$ cat config.mk
export PLATFORM = sky130hd
export DESIGN_NAME = pso_top
export DESIGN_NICKNAME = d
export VERILOG_FILES = /design/src/verilog/pso_unused.sv /design/src/verilog/pso_pkg.sv /design/src/verilog/pso_btn_if.sv /design/src/verilog/pso_buttons.sv /design/src/verilog/pso_top.sv
export SDC_FILE = /design/constraint.sdc
export NUM_CORES = 1
export LEC_CHECK = 0
export ABC_CLOCK_PERIOD_IN_PS = 8060
export BUFFER_PORTS_ARGS = -buffer_cell sky130_fd_sc_hd__buf_2
export CAP_MARGIN = 20
export CELL_PAD_IN_SITES_DETAIL_PLACEMENT = 0
export CELL_PAD_IN_SITES_GLOBAL_PLACEMENT = 1
export CORE_MARGIN = 2
export CORE_UTILIZATION = 35
export CTS_CLUSTER_DIAMETER = 50
export CTS_CLUSTER_SIZE = 25
export DETAILED_ROUTE_END_ITERATION = 8
export PLACE_DENSITY_LB_ADDON = 0.05
export SLEW_MARGIN = 10
export SYNTH_ARGS = -nofsm -noshare
export SYNTH_HDL_FRONTEND = slang
export SYNTH_SLANG_ARGS = --single-unit
$ cat constraint.sdc
create_clock -name i_clk -period 8.06 [get_ports i_clk]
set_input_delay 1.209 -clock i_clk [delete_from_list [all_inputs] [get_ports i_clk]]
set_output_delay 1.209 -clock i_clk [all_outputs]
set_load 0.02 [all_outputs]
$ cat src/verilog/pso_unused.sv
// file intentionally holds no design unit
`default_nettype none
`default_nettype wire

$ cat src/verilog/pso_pkg.sv
// package: constants, register map and ui states of the pressure switch
`default_nettype none
package pso_pkg;
    // ========================================================================
    // timing
    localparam int CLK_PERIOD_NS = 8;
    localparam int MS_NS = 1000000;
    localparam int TICK_CYCLES = MS_NS / CLK_PERIOD_NS; // cycles per 1 ms
    localparam int LONG_PRESS_MS = 200;
    localparam int ABORT_MS = 2000;
    localparam int DEBOUNCE_MS = 20;
    localparam logic [15:0] DELAY_MAX_MS = 16'hC350; // 50 s
    // ========================================================================
    // register map, byte addresses
    localparam logic [7:0] OFS_LVL1A = 8'h00; // on level or window high, 1
    localparam logic [7:0] OFS_LVL1B = 8'h04; // back level or window low, 1
    localparam logic [7:0] OFS_LVL2A = 8'h08;
    localparam logic [7:0] OFS_LVL2B = 8'h0C;
    localparam logic [7:0] OFS_DLY1 = 8'h10; // delay in ms
    localparam logic [7:0] OFS_DLY2 = 8'h14;
    localparam logic [7:0] OFS_CTRL = 8'h18;
    localparam logic [7:0] OFS_PWD = 8'h1C;
    localparam logic [7:0] OFS_STAT = 8'h20; // read only
    localparam logic [7:0] OFS_MINMAX = 8'h24; // read, write clears
    localparam int NUM_PARAM = 8;
    localparam logic [2:0] IDX_DLY1 = 3'h4;
    localparam logic [2:0] IDX_CTRL = 3'h6;
    localparam logic [2:0] IDX_PWD = 3'h7;
    // ========================================================================
    // control fields: per output a nibble at 4*n
    localparam int CTRL_WIN = 0; // window mode
    localparam int CTRL_NC = 1; // normally closed polarity
    localparam int CTRL_UNDER = 2; // underpressure hysteresis
    localparam int CTRL_LEAK = 8; // leak test function present
    localparam int CTRL_ANA_LSB = 12; // analog output setting field
    localparam logic [15:0] PARAM_RST = 16'h0000;
    // ========================================================================
    // user interface states
    typedef enum logic [2:0] {
        UI_DISP = 3'h0,
        UI_PWD = 3'h1,
        UI_MENU = 3'h3,
        UI_EDIT = 3'h2,
        UI_INFO = 3'h6,
        UI_LEAK_RUN = 3'h7,
        UI_LEAK_DONE = 3'h5
    } pso_ui_t;
    localparam logic [2:0] INFO_LAST = 3'h6;
    localparam int BTN_UP = 0;
    localparam int BTN_ENT = 1;
    localparam int BTN_DN = 2;
endpackage : pso_pkg
`default_nettype wire

$ cat src/verilog/pso_btn_if.sv
// interface: classified pushbutton events between front end and ui logic
`default_nettype none
interface pso_btn_if;
    logic tick; // 1 ms strobe
    logic [2:0] level; // debounced held level
    logic [2:0] brief; // pulse on release of a short press
    logic [2:0] long_p; // pulse when hold reaches long threshold
    logic [2:0] abort; // pulse when hold reaches abort threshold
    modport drv (input tick, output level, brief, long_p, abort);
    modport sink (output tick, input level, brief, long_p, abort);
endinterface : pso_btn_if
`default_nettype wire

$ cat src/verilog/pso_buttons.sv
// module: debounce and press-length classification of three pushbuttons
`default_nettype none
module pso_buttons
    import pso_pkg::*;
#(
    parameter int HOLD_W = 11,
    parameter int DB_W = 5
) (
    input wire logic i_clk,
    input wire logic i_rst_n,
    input wire logic [2:0] i_btn,
    pso_btn_if.drv btn
);
    genvar g;
    generate
        for (g = 0; g < 3; g++) begin : g_btn
            logic stable_r;
            logic [DB_W-1:0] db_r;
            logic [HOLD_W-1:0] hold_r;
            // debounce: raw level must differ for DEBOUNCE_MS ticks
            always_ff @(posedge i_clk or negedge i_rst_n) begin
                if (!i_rst_n) begin
                    stable_r <= 1'b0;
                    db_r <= '0;
                end else if (i_btn[g] == stable_r) begin
                    db_r <= '0;
                end else if (btn.tick) begin
                    if (db_r == DB_W'(DEBOUNCE_MS - 1)) begin
                        stable_r <= i_btn[g];
                        db_r <= '0;
                    end else begin
                        db_r <= db_r + 1'b1;
                    end
                end
            end
            // hold time in ms, saturating at the abort threshold
            always_ff @(posedge i_clk or negedge i_rst_n) begin
                if (!i_rst_n) begin
                    hold_r <= '0;
                end else if (!stable_r) begin
                    hold_r <= '0;
                end else if (btn.tick && hold_r != HOLD_W'(ABORT_MS)) begin
                    hold_r <= hold_r + 1'b1;
                end
            end
            // press classes; brief fires on release only
            always_ff @(posedge i_clk or negedge i_rst_n) begin
                if (!i_rst_n) begin
                    btn.brief[g] <= 1'b0;
                    btn.long_p[g] <= 1'b0;
                    btn.abort[g] <= 1'b0;
                end else begin
                    btn.brief[g] <= stable_r && db_r == DB_W'(DEBOUNCE_MS - 1)
                        && btn.tick && !i_btn[g]
                        && hold_r < HOLD_W'(LONG_PRESS_MS);
                    btn.long_p[g] <= stable_r && btn.tick
                        && hold_r == HOLD_W'(LONG_PRESS_MS);
                    btn.abort[g] <= stable_r && btn.tick
                        && hold_r == HOLD_W'(ABORT_MS - 1);
                end
            end
            assign btn.level[g] = stable_r;
        end
    endgenerate
endmodule : pso_buttons
`default_nettype wire

$ cat src/verilog/pso_top.sv
// module: pressure switch comparators, user interface and ahb-lite registers
`default_nettype none
module pso_top
    import pso_pkg::*;
#(
    parameter int TICK_CYC = TICK_CYCLES,
    parameter int PW = 16
) (
    input wire logic i_clk,
    input wire logic i_rst_n,
    // ahb-lite slave
    input wire logic i_hsel,
    input wire logic [31:0] i_haddr,
    input wire logic [1:0] i_htrans,
    input wire logic i_hwrite,
    input wire logic [2:0] i_hsize,
    input wire logic [31:0] i_hwdata,
    input wire logic i_hready,
    output logic o_hreadyout,
    output logic o_hresp,
    output logic [31:0] o_hrdata,
    // process side
    input wire logic [PW-1:0] i_pressure,
    input wire logic [2:0] i_btn,
    input wire logic i_leak_done,
    output logic [1:0] o_switch,
    output logic [2:0] o_ui_mode,
    output logic [2:0] o_cursor,
    output logic [15:0] o_edit_value,
    output logic [15:0] o_show_value,
    output logic o_leak_run
);
    // ========================================================================
    // decoding shared by read and write paths
    function automatic logic [3:0] reg_index(input logic [7:0] a);
        reg_index = {1'b0, a[4:2]};
        if (a == OFS_STAT) begin
            reg_index = 4'h8;
        end else if (a == OFS_MINMAX) begin
            reg_index = 4'h9;
        end else if (a > OFS_MINMAX || a[1:0] != 2'h0) begin
            reg_index = 4'hF;
        end
    endfunction : reg_index

    function automatic logic [15:0] clamp_param(input logic [2:0] idx,
                                                input logic [15:0] v);
        clamp_param = v;
        if ((idx == IDX_DLY1 || idx == IDX_DLY1 + 3'h1)
                && v > DELAY_MAX_MS) begin
            clamp_param = DELAY_MAX_MS;
        end
    endfunction : clamp_param

    // ========================================================================
    // millisecond tick
    logic [16:0] pre_r;
    pso_btn_if btn ();

    always_ff @(posedge i_clk or negedge i_rst_n) begin
        if (!i_rst_n) begin
            pre_r <= '0;
        end else if (pre_r == 17'(TICK_CYC - 1)) begin
            pre_r <= '0;
        end else begin
            pre_r <= pre_r + 1'b1;
        end
    end
    assign btn.tick = (pre_r == 17'(TICK_CYC - 1));

    pso_buttons u_buttons (
        .i_clk(i_clk),
        .i_rst_n(i_rst_n),
        .i_btn(i_btn),
        .btn(btn)
    );

    // ========================================================================
    // committed parameters; the comparators only ever see these
    logic [15:0] param_r [NUM_PARAM];
    logic [15:0] edit_r;
    logic [2:0] cursor_r;
    logic [2:0] info_r;
    pso_ui_t ui_r;
    logic leak_arm_r;
    logic [PW-1:0] low_r;
    logic [PW-1:0] high_r;
    logic [1:0] sw_r;
    logic bus_wr_r;
    logic [3:0] bus_idx_r;
    logic mm_clr;
    logic commit;
    logic combo;
    logic [15:0] ctrl;

    assign ctrl = param_r[IDX_CTRL];
    assign commit = (ui_r == UI_EDIT) && btn.brief[BTN_ENT];
    assign mm_clr = bus_wr_r && bus_idx_r == 4'h9;
    assign combo = btn.level[BTN_UP] && btn.level[BTN_DN];

    // parameter store: a bus write wins over a menu commit in the same cycle
    always_ff @(posedge i_clk or negedge i_rst_n) begin
        if (!i_rst_n) begin
            for (int i = 0; i < NUM_PARAM; i++) begin
                param_r[i] <= PARAM_RST;
            end
        end else if (bus_wr_r && !bus_idx_r[3]) begin
            param_r[bus_idx_r[2:0]] <= clamp_param(bus_idx_r[2:0],
                                                   i_hwdata[15:0]);
        end else if (commit) begin
            param_r[cursor_r] <= clamp_param(cursor_r, edit_r);
        end
    end

    // ========================================================================
    // two switching channels
    genvar g;
    generate
        for (g = 0; g < 2; g++) begin : g_out
            logic [15:0] dly_r;
            logic want;
            logic [PW-1:0] lvl_a;
            logic [PW-1:0] lvl_b;
            logic win;
            logic nc;
            logic under;
            assign lvl_a = PW'(param_r[2*g]);
            assign lvl_b = PW'(param_r[2*g+1]);
            assign win = ctrl[4*g+CTRL_WIN];
            assign nc = ctrl[4*g+CTRL_NC];
            assign under = ctrl[4*g+CTRL_UNDER];

            // target state before the delay filter
            always_comb begin
                want = sw_r[g];
                if (win) begin
                    want = (i_pressure >= lvl_b) && (i_pressure <= lvl_a);
                end else if (under) begin
                    if (i_pressure <= lvl_a) begin
                        want = 1'b1;
                    end else if (i_pressure >= lvl_b) begin
                        want = 1'b0;
                    end
                end else begin
                    if (i_pressure >= lvl_a) begin
                        want = 1'b1;
                    end else if (i_pressure <= lvl_b) begin
                        want = 1'b0;
                    end
                end
            end

            // delay: condition must hold for the set number of ms
            always_ff @(posedge i_clk or negedge i_rst_n) begin
                if (!i_rst_n) begin
                    sw_r[g] <= 1'b0;
                    dly_r <= '0;
                end else if (want == sw_r[g]) begin
                    dly_r <= '0; // condition gone, restart timing
                end else if (dly_r > param_r[IDX_DLY1 + 3'(g)]
                        || param_r[IDX_DLY1 + 3'(g)] == 16'h0000) begin
                    // one spare tick: the first tick may come at once
                    sw_r[g] <= want;
                    dly_r <= '0;
                end else if (btn.tick) begin
                    dly_r <= dly_r + 1'b1;
                end
            end

            // polarity applied last so both modes share the hysteresis
            always_ff @(posedge i_clk or negedge i_rst_n) begin
                if (!i_rst_n) begin
                    o_switch[g] <= 1'b0;
                end else begin
                    o_switch[g] <= sw_r[g] ^ nc;
                end
            end
        end
    endgenerate

    // ========================================================================
    // low and high pressure seen since reset or last clear
    always_ff @(posedge i_clk or negedge i_rst_n) begin
        if (!i_rst_n) begin
            low_r <= '1;
            high_r <= '0;
        end else if (mm_clr) begin
            low_r <= i_pressure;
            high_r <= i_pressure;
        end else begin
            if (i_pressure < low_r) begin
                low_r <= i_pressure;
            end
            if (i_pressure > high_r) begin
                high_r <= i_pressure;
            end
        end
    end

    // ========================================================================
    // user interface state machine
    always_ff @(posedge i_clk or negedge i_rst_n) begin
        if (!i_rst_n) begin
            ui_r <= UI_DISP;
        end else begin
            unique case (ui_r)
                UI_DISP: begin
                    // brief presses fall through here with no effect
                    if (combo) begin
                        ui_r <= UI_DISP;
                    end else if (btn.long_p[BTN_UP]) begin
                        ui_r <= UI_INFO;
                    end else if (btn.long_p[BTN_DN]) begin
                        ui_r <= (param_r[IDX_PWD] != 16'h0000) ? UI_PWD
                                                               : UI_MENU;
                    end else if (btn.long_p[BTN_ENT] && ctrl[CTRL_LEAK]) begin
                        ui_r <= UI_LEAK_RUN;
                    end
                end
                UI_INFO: begin
                    if (btn.long_p[BTN_UP] && info_r == INFO_LAST) begin
                        ui_r <= UI_DISP;
                    end
                end
                UI_PWD: begin
                    if (combo) begin
                        ui_r <= UI_DISP;
                    end else if (btn.brief[BTN_ENT]) begin
                        ui_r <= (edit_r == param_r[IDX_PWD]) ? UI_MENU
                                                             : UI_DISP;
                    end
                end
                UI_MENU: begin
                    if (combo) begin
                        ui_r <= UI_DISP;
                    end else if (btn.brief[BTN_ENT]) begin
                        ui_r <= UI_EDIT;
                    end
                end
                UI_EDIT: begin
                    if (combo) begin
                        ui_r <= UI_DISP;
                    end else if (btn.brief[BTN_ENT]) begin
                        ui_r <= UI_MENU;
                    end
                end
                UI_LEAK_RUN: begin
                    if (btn.abort[BTN_ENT] && leak_arm_r) begin
                        ui_r <= UI_DISP;
                    end else if (i_leak_done) begin
                        ui_r <= UI_LEAK_DONE;
                    end
                end
                UI_LEAK_DONE: begin
                    if (btn.long_p[BTN_ENT]) begin
                        ui_r <= UI_DISP;
                    end
                end
                default: begin
                    ui_r <= UI_DISP;
                end
            endcase
        end
    end

    // the start press must be released before a hold can cancel the run
    always_ff @(posedge i_clk or negedge i_rst_n) begin
        if (!i_rst_n) begin
            leak_arm_r <= 1'b0;
        end else if (ui_r != UI_LEAK_RUN) begin
            leak_arm_r <= 1'b0;
        end else if (!btn.level[BTN_ENT]) begin
            leak_arm_r <= 1'b1;
        end
    end

    // info page index
    always_ff @(posedge i_clk or negedge i_rst_n) begin
        if (!i_rst_n) begin
            info_r <= '0;
        end else if (ui_r != UI_INFO) begin
            info_r <= '0;
        end else if (btn.long_p[BTN_UP]) begin
            info_r <= (info_r == INFO_LAST) ? 3'h0 : info_r + 3'h1;
        end
    end

    // menu cursor, moves only while browsing
    always_ff @(posedge i_clk or negedge i_rst_n) begin
        if (!i_rst_n) begin
            cursor_r <= '0;
        end else if (ui_r == UI_DISP) begin
            cursor_r <= '0;
        end else if (ui_r == UI_MENU && !combo) begin
            if (btn.brief[BTN_UP] || btn.long_p[BTN_UP]) begin
                cursor_r <= cursor_r - 3'h1;
            end else if (btn.brief[BTN_DN] || btn.long_p[BTN_DN]) begin
                cursor_r <= cursor_r + 3'h1;
            end
        end
    end

    // edit value: password entry or working copy of one parameter
    always_ff @(posedge i_clk or negedge i_rst_n) begin
        if (!i_rst_n) begin
            edit_r <= '0;
        end else if (ui_r == UI_DISP) begin
            edit_r <= '0;
        end else if (ui_r == UI_MENU) begin
            edit_r <= param_r[cursor_r];
        end else if ((ui_r == UI_EDIT || ui_r == UI_PWD) && !combo) begin
            if (btn.brief[BTN_UP] || btn.long_p[BTN_UP]) begin
                edit_r <= edit_r + 16'h0001;
            end else if (btn.brief[BTN_DN] || btn.long_p[BTN_DN]) begin
                edit_r <= edit_r - 16'h0001;
            end
        end
    end

    // value presented to the display
    always_ff @(posedge i_clk or negedge i_rst_n) begin
        if (!i_rst_n) begin
            o_show_value <= '0;
        end else if (ui_r == UI_INFO) begin
            if (info_r < 3'h4) begin
                o_show_value <= param_r[info_r];
            end else if (info_r == 3'h4) begin
                o_show_value <= {12'h000, ctrl[CTRL_ANA_LSB +: 4]};
            end else if (info_r == 3'h5) begin
                o_show_value <= 16'(low_r);
            end else begin
                o_show_value <= 16'(high_r);
            end
        end else begin
            o_show_value <= 16'(i_pressure);
        end
    end

    // ========================================================================
    // ahb-lite slave: zero wait states, always OKAY
    logic [31:0] rd_nxt;
    logic [3:0] addr_idx;
    assign addr_idx = reg_index(i_haddr[7:0]);

    always_comb begin
        rd_nxt = 32'h0000_0000;
        if (!addr_idx[3]) begin
            rd_nxt = {16'h0000, param_r[addr_idx[2:0]]};
        end else if (addr_idx == 4'h8) begin
            rd_nxt = {16'h0000, 1'b0, cursor_r, 1'b0, info_r,
                      1'b0, ui_r, 2'b00, sw_r};
        end else if (addr_idx == 4'h9) begin
            rd_nxt = {16'(high_r), 16'(low_r)};
        end
    end

    // address phase capture; read data is prepared for the data phase
    always_ff @(posedge i_clk or negedge i_rst_n) begin
        if (!i_rst_n) begin
            bus_wr_r <= 1'b0;
            bus_idx_r <= 4'hF;
            o_hrdata <= '0;
        end else begin
            bus_wr_r <= i_hsel && i_hready && i_htrans[1] && i_hwrite;
            bus_idx_r <= addr_idx;
            if (i_hsel && i_hready && i_htrans[1] && !i_hwrite) begin
                o_hrdata <= rd_nxt;
            end
        end
    end
    assign o_hreadyout = 1'b1;
    assign o_hresp = 1'b0;

    assign o_ui_mode = ui_r;
    assign o_cursor = cursor_r;
    assign o_edit_value = edit_r;
    assign o_leak_run = (ui_r == UI_LEAK_RUN);
endmodule : pso_top
`default_nettype wire

==> impl_metrics.ini, run 1 <==
[outcome]
status = finished, final reports clean

[sta]
worst_slew_pin_slew_ps = 1230
period_share_pct = 49.5
finalHoldViolations = 0
finalClockSkew_ps = 28.1
layout_setup_ws_ps = 4070
rsz0062_at_grt = false
tns_ps = 0
relSlewSlack_pct = 17.2
finalCriticalPeriod_ps = 3990
setup_viol = 0
clock.fmax_mhz = 251
slew_violations = 0

[power_and_ir_drop]
powerDensity_mw_per_mm2 = 234
switching_share_pct = 35.4
power_leakage_nw = 11.7
clockPowerShare_pct = 41.0
p_seq_share_pct = 33.1
internal_power_w = 0.00425
ir_worst_vdd_v = 0.000295
comb_power_share_pct = 25.9
p_sw_w = 0.00233

[final_layout]
ff_latch_area_mm2 = 0.00879
multi_input_area_mm2 = 0.0145
fillers = 7038
area_growth_pct = 14.5
utilization_pct = 40.3
nNetsFinal = 3030
layout-drive-gt1-share_pct = 13.9
final_design_area_no_fill_mm2 = 0.0281

[yosys]
synth-async-reset-ratio_pct = 100
synth.top_cell.area_share_pct = 33.6
syn-num-nets = 2994
synthTopCellsByArea = dfrtp_1 34%, ha_1 7.8%, nand2_1 5.1%
yosys-top-cells-count = 337 x nand2_1, 330 x dfrtp_1, 161 x inv_1
synthDistinctLibCells = 80
yosysTopAreaCell = dfrtp_1
synth-edff-count = 0
seq_area_frac_synth_pct = 35.7
ys_ff_latch = 350
synth_cells = 2745
synth_area_mm2 = 0.0246
synthFlopType = dfrtp_1
yosysMostFrequentCell = nand2_1
postSynthAreaPerCell_um2 = 8.95
yosysWarnings = 0

[worst_setup_path]
cp_data_required_time_ps = 8550
critPathBufInv = 4
start_kind = primary input
end_kind = flop
crit_top_cell = buf_4
crit_arrival_ps = 4480
crit_start = i_haddr[7]
worst_path_max_delay_cell = or4_1
crit_family = compound AO/OA/AOI/OAI gates
critPathKind = primary input to flop
cp_max_fo = 81
cp_cell_sequence = buf_2 -> or4_1 -> nor3_2 -> buf_4 -> inv_2 -> buf_4 -> a211oi_1 -> a311oi_1 -> a31oi_1 -> a2bb2oi_1 -> o21ai_0
cp_slowest_stage_delay_ps = 880
reg2reg_from = u_buttons.btn.long_p[0]$_DFF_PN0_

[cts]
cts_tree = yes
root_buffer = clkbuf_16
cts_hold_buf = 0
clk_latency_ps = 640
post-cts-setup-buffers = 0
cts_made_buffers = 58
clkTransAtPathRegs_ps = 50
htreeDepth = 2
cts.path.max_buffers = 3
cts.sink_count = 350
cts_resized = 0

[placement]
portBuffers = 122
dpl_cell_area_mm2 = 0.0260
dp_hpwl_mm = 72.5
pre_cts_ws_ps = 3460
gp_congestion = 0.915

[routing]
final_antenna_net_count = 0
via_per_inst = 6.06
drc = 0
dr.pass1.iters = 8
drt_iter0_drc = 1782
routedWlPerCell_um = 26.5
routed_wl_mm = 99.9
num_vias = 22861

[die]
io_pins = 169
coreArea_mm2 = 0.0698
fp.dieH_um = 269
rows = 97
start_util_pct = 35.2
die_area_mm2 = 0.0723
dieWidth_um = 269

[grt]
grt_pass1_vias = 22249
antenna_found_initial = 6
grt_overflow = 0
grt_pass1_wl_mm = 148
grt_max_degree = 169
groute.usage.overall_pct = 27.4

[hold_path]
worstHoldPathType = flop to flop
hold_start = o_hrdata[31]$_DFFE_PN0P_

[job]
maxCapViolations = 0
through the flow:
step                hold slack [ps]  cells  total power (W)
finish                          474   3771          0.00657
global placement                460   3659          0.00386
CTS                             477   3769          0.00661
global route                    503   3771          0.00689
detailed placement              465   3660          0.00389
floorplan                       460   2745          0.00328
placed cells by master (no fill, tap or decap), types with 44 or more instances in the layout:
cell         n
nand2_1    336
dfrtp_1    327
inv_1      161
ha_1       153
nor2_1     132
o21ai_0    121
buf_2      121
o22ai_1    115
a22o_1     114
a21oi_1     89
o211ai_1    85
nand3_1     67
nand4_1     61
xnor2_1     58
clkbuf_16   58
mux2i_1     52
xor2_1      46
nor4_1      44
layer usage:
metal | vias to the layer above | part of all wire [%] | wire [µm] | track usage (%)
li1 | 10347 | - | - | -
met1 | 11470 | 42 | 42200 | 36.0
met2 | 832 | 46 | 46400 | 44.5
met3 | 202 | 6.6 | 6550 | 4.91
met4 | 10 | 4.7 | 4690 | 11.6
met5 | - | 0.062 | 62 | 0
final timing paths:
kind | endpoint | slack, ps | cells after the start
setup / recovery | o_hrdata[7]$_DFFE_PN0P_ | 4070 | 11
hold / removal | o_hrdata[31]$_DFFE_PN0P_ | 470 | 2
setup reg to reg | o_edit_value[15]$_DFFE_PN0P_ | 4180 | 10
hold reg to reg | o_hrdata[31]$_DFFE_PN0P_ | 470 | 2
max in group asynchronous | g_out[1].dly_r[10]$_DFFE_PN0P_ | 6140 | 2
min in group asynchronous | o_hrdata[30]$_DFFE_PN0P_ | 510 | 1
registers in the layout (all words and copies together) (netlist names), 4 cells and up:
name	count
pre_r	17
param_r	48
low_r	16
high_r	16
g_out.lvl_a	32
ctrl	16
g_out.lvl_b	32
u_buttons.g_btn.db_r	15
o_edit_value	16
g_out.dly_r	32
o_hrdata	32
bus_idx_r	4
o_show_value	16
u_buttons.g_btn.hold_r	33
layout make-up:
type                            count  area share [%]
Antenna cell                        1         0.00889
Clock buffer                       69            5.52
Clock inverter                     40            1.91
Inverter                          164            2.19
Multi-Input combinational cell   2045            51.6
Sequential cell                   350            31.2
Tap cell                          940            4.18
Timing Repair Buffer              162            3.39
cells by family after synthesis:
kind of cell,after synthesis,synth area share (%)
compound gates,822,23.3
xor+xnor,104,3.71
mux,118,7.07
simple gates,844,16.7
other cells,2,0.0306
buf+inv,350,5.47
fa+ha+maj,155,7.95
flops,350,35.7
power groups by stage:
stage	combinational (W)	clock (W)	sequential, W
2_1_floorplan	0.00114	0	0.00213
5_1_grt	0.00188	0.00282	0.00220
3_3_place_gp	0.00166	0	0.00220
6_report	0.00170	0.00269	0.00218
4_1_cts	0.00170	0.00274	0.00217
3_5_place_dp	0.00169	0	0.00220
tightest hold or removal path, cell delays in order (launching register included):
cell and delay, ps:
dfrtp_1 340, nand2_1 40, o21ai_0 60
(Power assumes the default switching activity.)
==> run 2: changes to the inputs <==
ABC_AREA = 1   (was not set)
ABC_CLOCK_PERIOD_IN_PS = 3500   (was 8060)
clock period = 3.5 ns   (was 8.06 ns; I/O delays follow)
==> run 2 against run 1 <==
Sequential share of layout area down 0.37 points. Synthesized area up 0.12%. Critical path depth is 2 lower. First-iteration DRC count up 40%. Clock skew increased by 13 ps. Die area is 0.12% higher. Combinational power increased by 2%. Critical path type is now flop to flop. Critical endpoint is now g_out[0].lvl_b[8]$_DFFE_PN0P_. Largest cell class unchanged.
==> impl_metrics.ini, run 2 <==
[outcome]
status = finished, final reports clean

[yosys]
seq_area_frac_synth_pct = 35.7
yosysMostFrequentCell = nand2_1
yosys-top-cells-count = 603 x nand2_1, 397 x inv_1, 360 x a21oi_1
yosysTopAreaCell = dfrtp_1
yosysWarnings = 0
synthTopCellsByArea = dfrtp_1 34%, nand2_1 9.2%, ha_1 7.8%
synthFlopType = dfrtp_1
synth.top_cell.area_share_pct = 33.6
postSynthAreaPerCell_um2 = 7.29
ys_ff_latch = 350
syn-num-nets = 3622
synth-edff-count = 0
synthDistinctLibCells = 60
synth-async-reset-ratio_pct = 100
synth_area_mm2 = 0.0246
synth_cells = 3373

[final_layout]
top_regs = param_r x48, u_buttons.g_btn.hold_r x33
nNetsFinal = 3735
largest_reg_flops = 48
layout_commonest_cell = nand2_1
regMostFlops = param_r
area_growth_pct = 15.7
utilization_pct = 40.8
layout-drive-gt1-share_pct = 11.9
final_design_area_no_fill_mm2 = 0.0285
final_cell_mix = 603 x nand2_1, 397 x inv_1, 360 x a21oi_1, 329 x dfrtp_1, 284 x nor2_1

[routing]
dr.pass1.iters = 6
routed_wl_mm = 107
final_antenna_net_count = 0
routedWlPerCell_um = 23.8
via_per_inst = 5.61
drt_iter0_drc = 2494
drc = 0
num_vias = 25144

[power_and_ir_drop]
p_seq_share_pct = 37.0
powerDensity_mw_per_mm2 = 438
internal_power_w = 0.00862
ir_worst_vdd_v = 0.000354
switching_share_pct = 30.9
total_power_w = 0.0125
comb_power_share_pct = 14.0
power_leakage_nw = 13.7
clockPowerShare_pct = 49.0
p_sw_w = 0.00385

[cts]
cts.path.max_buffers = 3
clk_latency_ps = 650
cts_made_buffers = 61
htreeDepth = 2
clkTransAtPathRegs_ps = 60
cts_resized = 0
cts.sink_count = 350
root_buffer = clkbuf_16
cts_tree = yes

[worst_setup_path]
cp_max_fo = 15
critPathKind = flop to flop
end_kind = flop
crit_arrival_ps = 3480
rrSetupSlack_ps = 560
cp_slowest_stage_delay_ps = 740
cp_cell_sequence = nor2_2 -> inv_1 -> nor2_1 -> nand2_1 -> inv_2 -> o21ai_2 -> buf_4 -> a21oi_1 -> a22oi_1
start_kind = flop
cp_data_required_time_ps = 4040
worst_path_max_delay_cell = dfrtp_1

[sta]
relSlewSlack_pct = 33.5
setup_viol = 0
finalClockSkew_ps = 41.4
tns_ps = 0
finalHoldViolations = 0
period_share_pct = 84.0
layout_setup_ws_ps = 559
rsz0062_at_grt = false
clock.fmax_mhz = 340
finalCriticalPeriod_ps = 2940
worst_slew_pin_slew_ps = 995
slew_violations = 0

[die]
io_pins = 169
dieWidth_um = 269
fp.dieH_um = 269
start_util_pct = 35.3
rows = 97
die_area_mm2 = 0.0724
coreArea_mm2 = 0.0698

[placement]
portBuffers = 122
dp_hpwl_mm = 80.7
pre_cts_ws_ps = 611
dpl_cell_area_mm2 = 0.0264
gp_congestion = 0.958

[grt]
grt_pass1_vias = 24015
grt_max_degree = 85
grt_overflow = 0
groute.usage.overall_pct = 28.9
antenna_found_initial = 1
grt_pass1_wl_mm = 158

[hold_path]
worstHoldPathType = primary input to flop

[job]
maxCapViolations = 0
run 2: cell types whose count changed after synthesis, sizes merged, moves of 48 or more:
cell	previous run	this run
a21oi	89	366
nand2	337	612
inv	163	430
nor2	134	304
nand3	67	217
o21ai	157	280
a22o	114	0
clkbuf	159	81
o22ai	115	41
mux2i	52	0
buf	27	75
run 2: worst paths after layout:
kind                       cells after the start                    start                                     end
setup reg to reg                               9  o_cursor[2]$_DFFE_PN0P_           g_out[0].lvl_b[8]$_DFFE_PN0P_
hold / removal                                 3                 i_hwrite                      bus_wr_r$_DFF_PN0_
hold reg to reg                                1       pre_r[0]$_DFF_PN0_                      pre_r[0]$_DFF_PN0_
min in group asynchronous                      2                  i_rst_n          g_out[0].lvl_b[13]$_DFFE_PN0P_
max in group asynchronous                      3                  i_rst_n  u_buttons.g_btn[1].db_r[4]$_DFFE_PN0P_
setup / recovery                               9  o_cursor[2]$_DFFE_PN0P_           g_out[0].lvl_b[8]$_DFFE_PN0P_
run 2: metal layers:
metal  vias up  global-route usage [%]  share of wire [%]
met1     12208                    37.8                 42
met2       979                    47.6                 47
met3       216                    3.90                6.3
met5         -                       0                  0
met4         0                    13.0                4.8
li1      11741                       -                  -
run 2: worst max-delay path, delay by kind of cell (launching register included):
family / cells / cell delay, ps
buf+inv: 3 / 1010
flops: 1 / 740
compound gates: 3 / 670
simple gates: 3 / 390
run 2: cell families after synthesis:
kind of cell    count (synthesis)  share of synthesized area, %
compound gates                873                          20.3
xor+xnor                       62                          2.21
fa+ha+maj                     155                          7.94
buf+inv                       590                          9.69
flops                         350                          35.7
mux                             1                        0.0458
other cells                     2                        0.0305
simple gates                 1340                          24.0
run 2: area by class of cell:
| cell class | count | area, µm² |
|---|---|---|
| fillers | 7225 | 41300 |
| flip-flops and latches | 350 | 8780 |
| repair buffers | 206 | 1370 |
| diodes | 2 | 5.00 |
| well taps | 940 | 1180 |
| multi-input cells | 2433 | 13500 |
| clock buffers | 68 | 1560 |
| inverters | 434 | 1630 |
| clock inverters | 47 | 492 |
run 2: power by group through the flow:
stage	clock network, W	logic, W	registers, W
final	0.00610	0.00174	0.00462
after global routing	0.00640	0.00198	0.00464
after global placement	0	0.00171	0.00468
after CTS	0.00622	0.00176	0.00461
after detailed placement	0	0.00175	0.00468
after floorplan	0	0.000991	0.00464
run 2: through the flow:
step	hold slack [ps]	cells
floorplan	229	3373
global placement	459	4362
detailed placement	456	4362
CTS	101	4478
global route	133	4478
finish	135	4480
run 2: what timing repair did:
action	4_1_cts	5_1_grt
hold endpoints to repair	57	0
buffers inserted	0	0
hold buffers	1	0
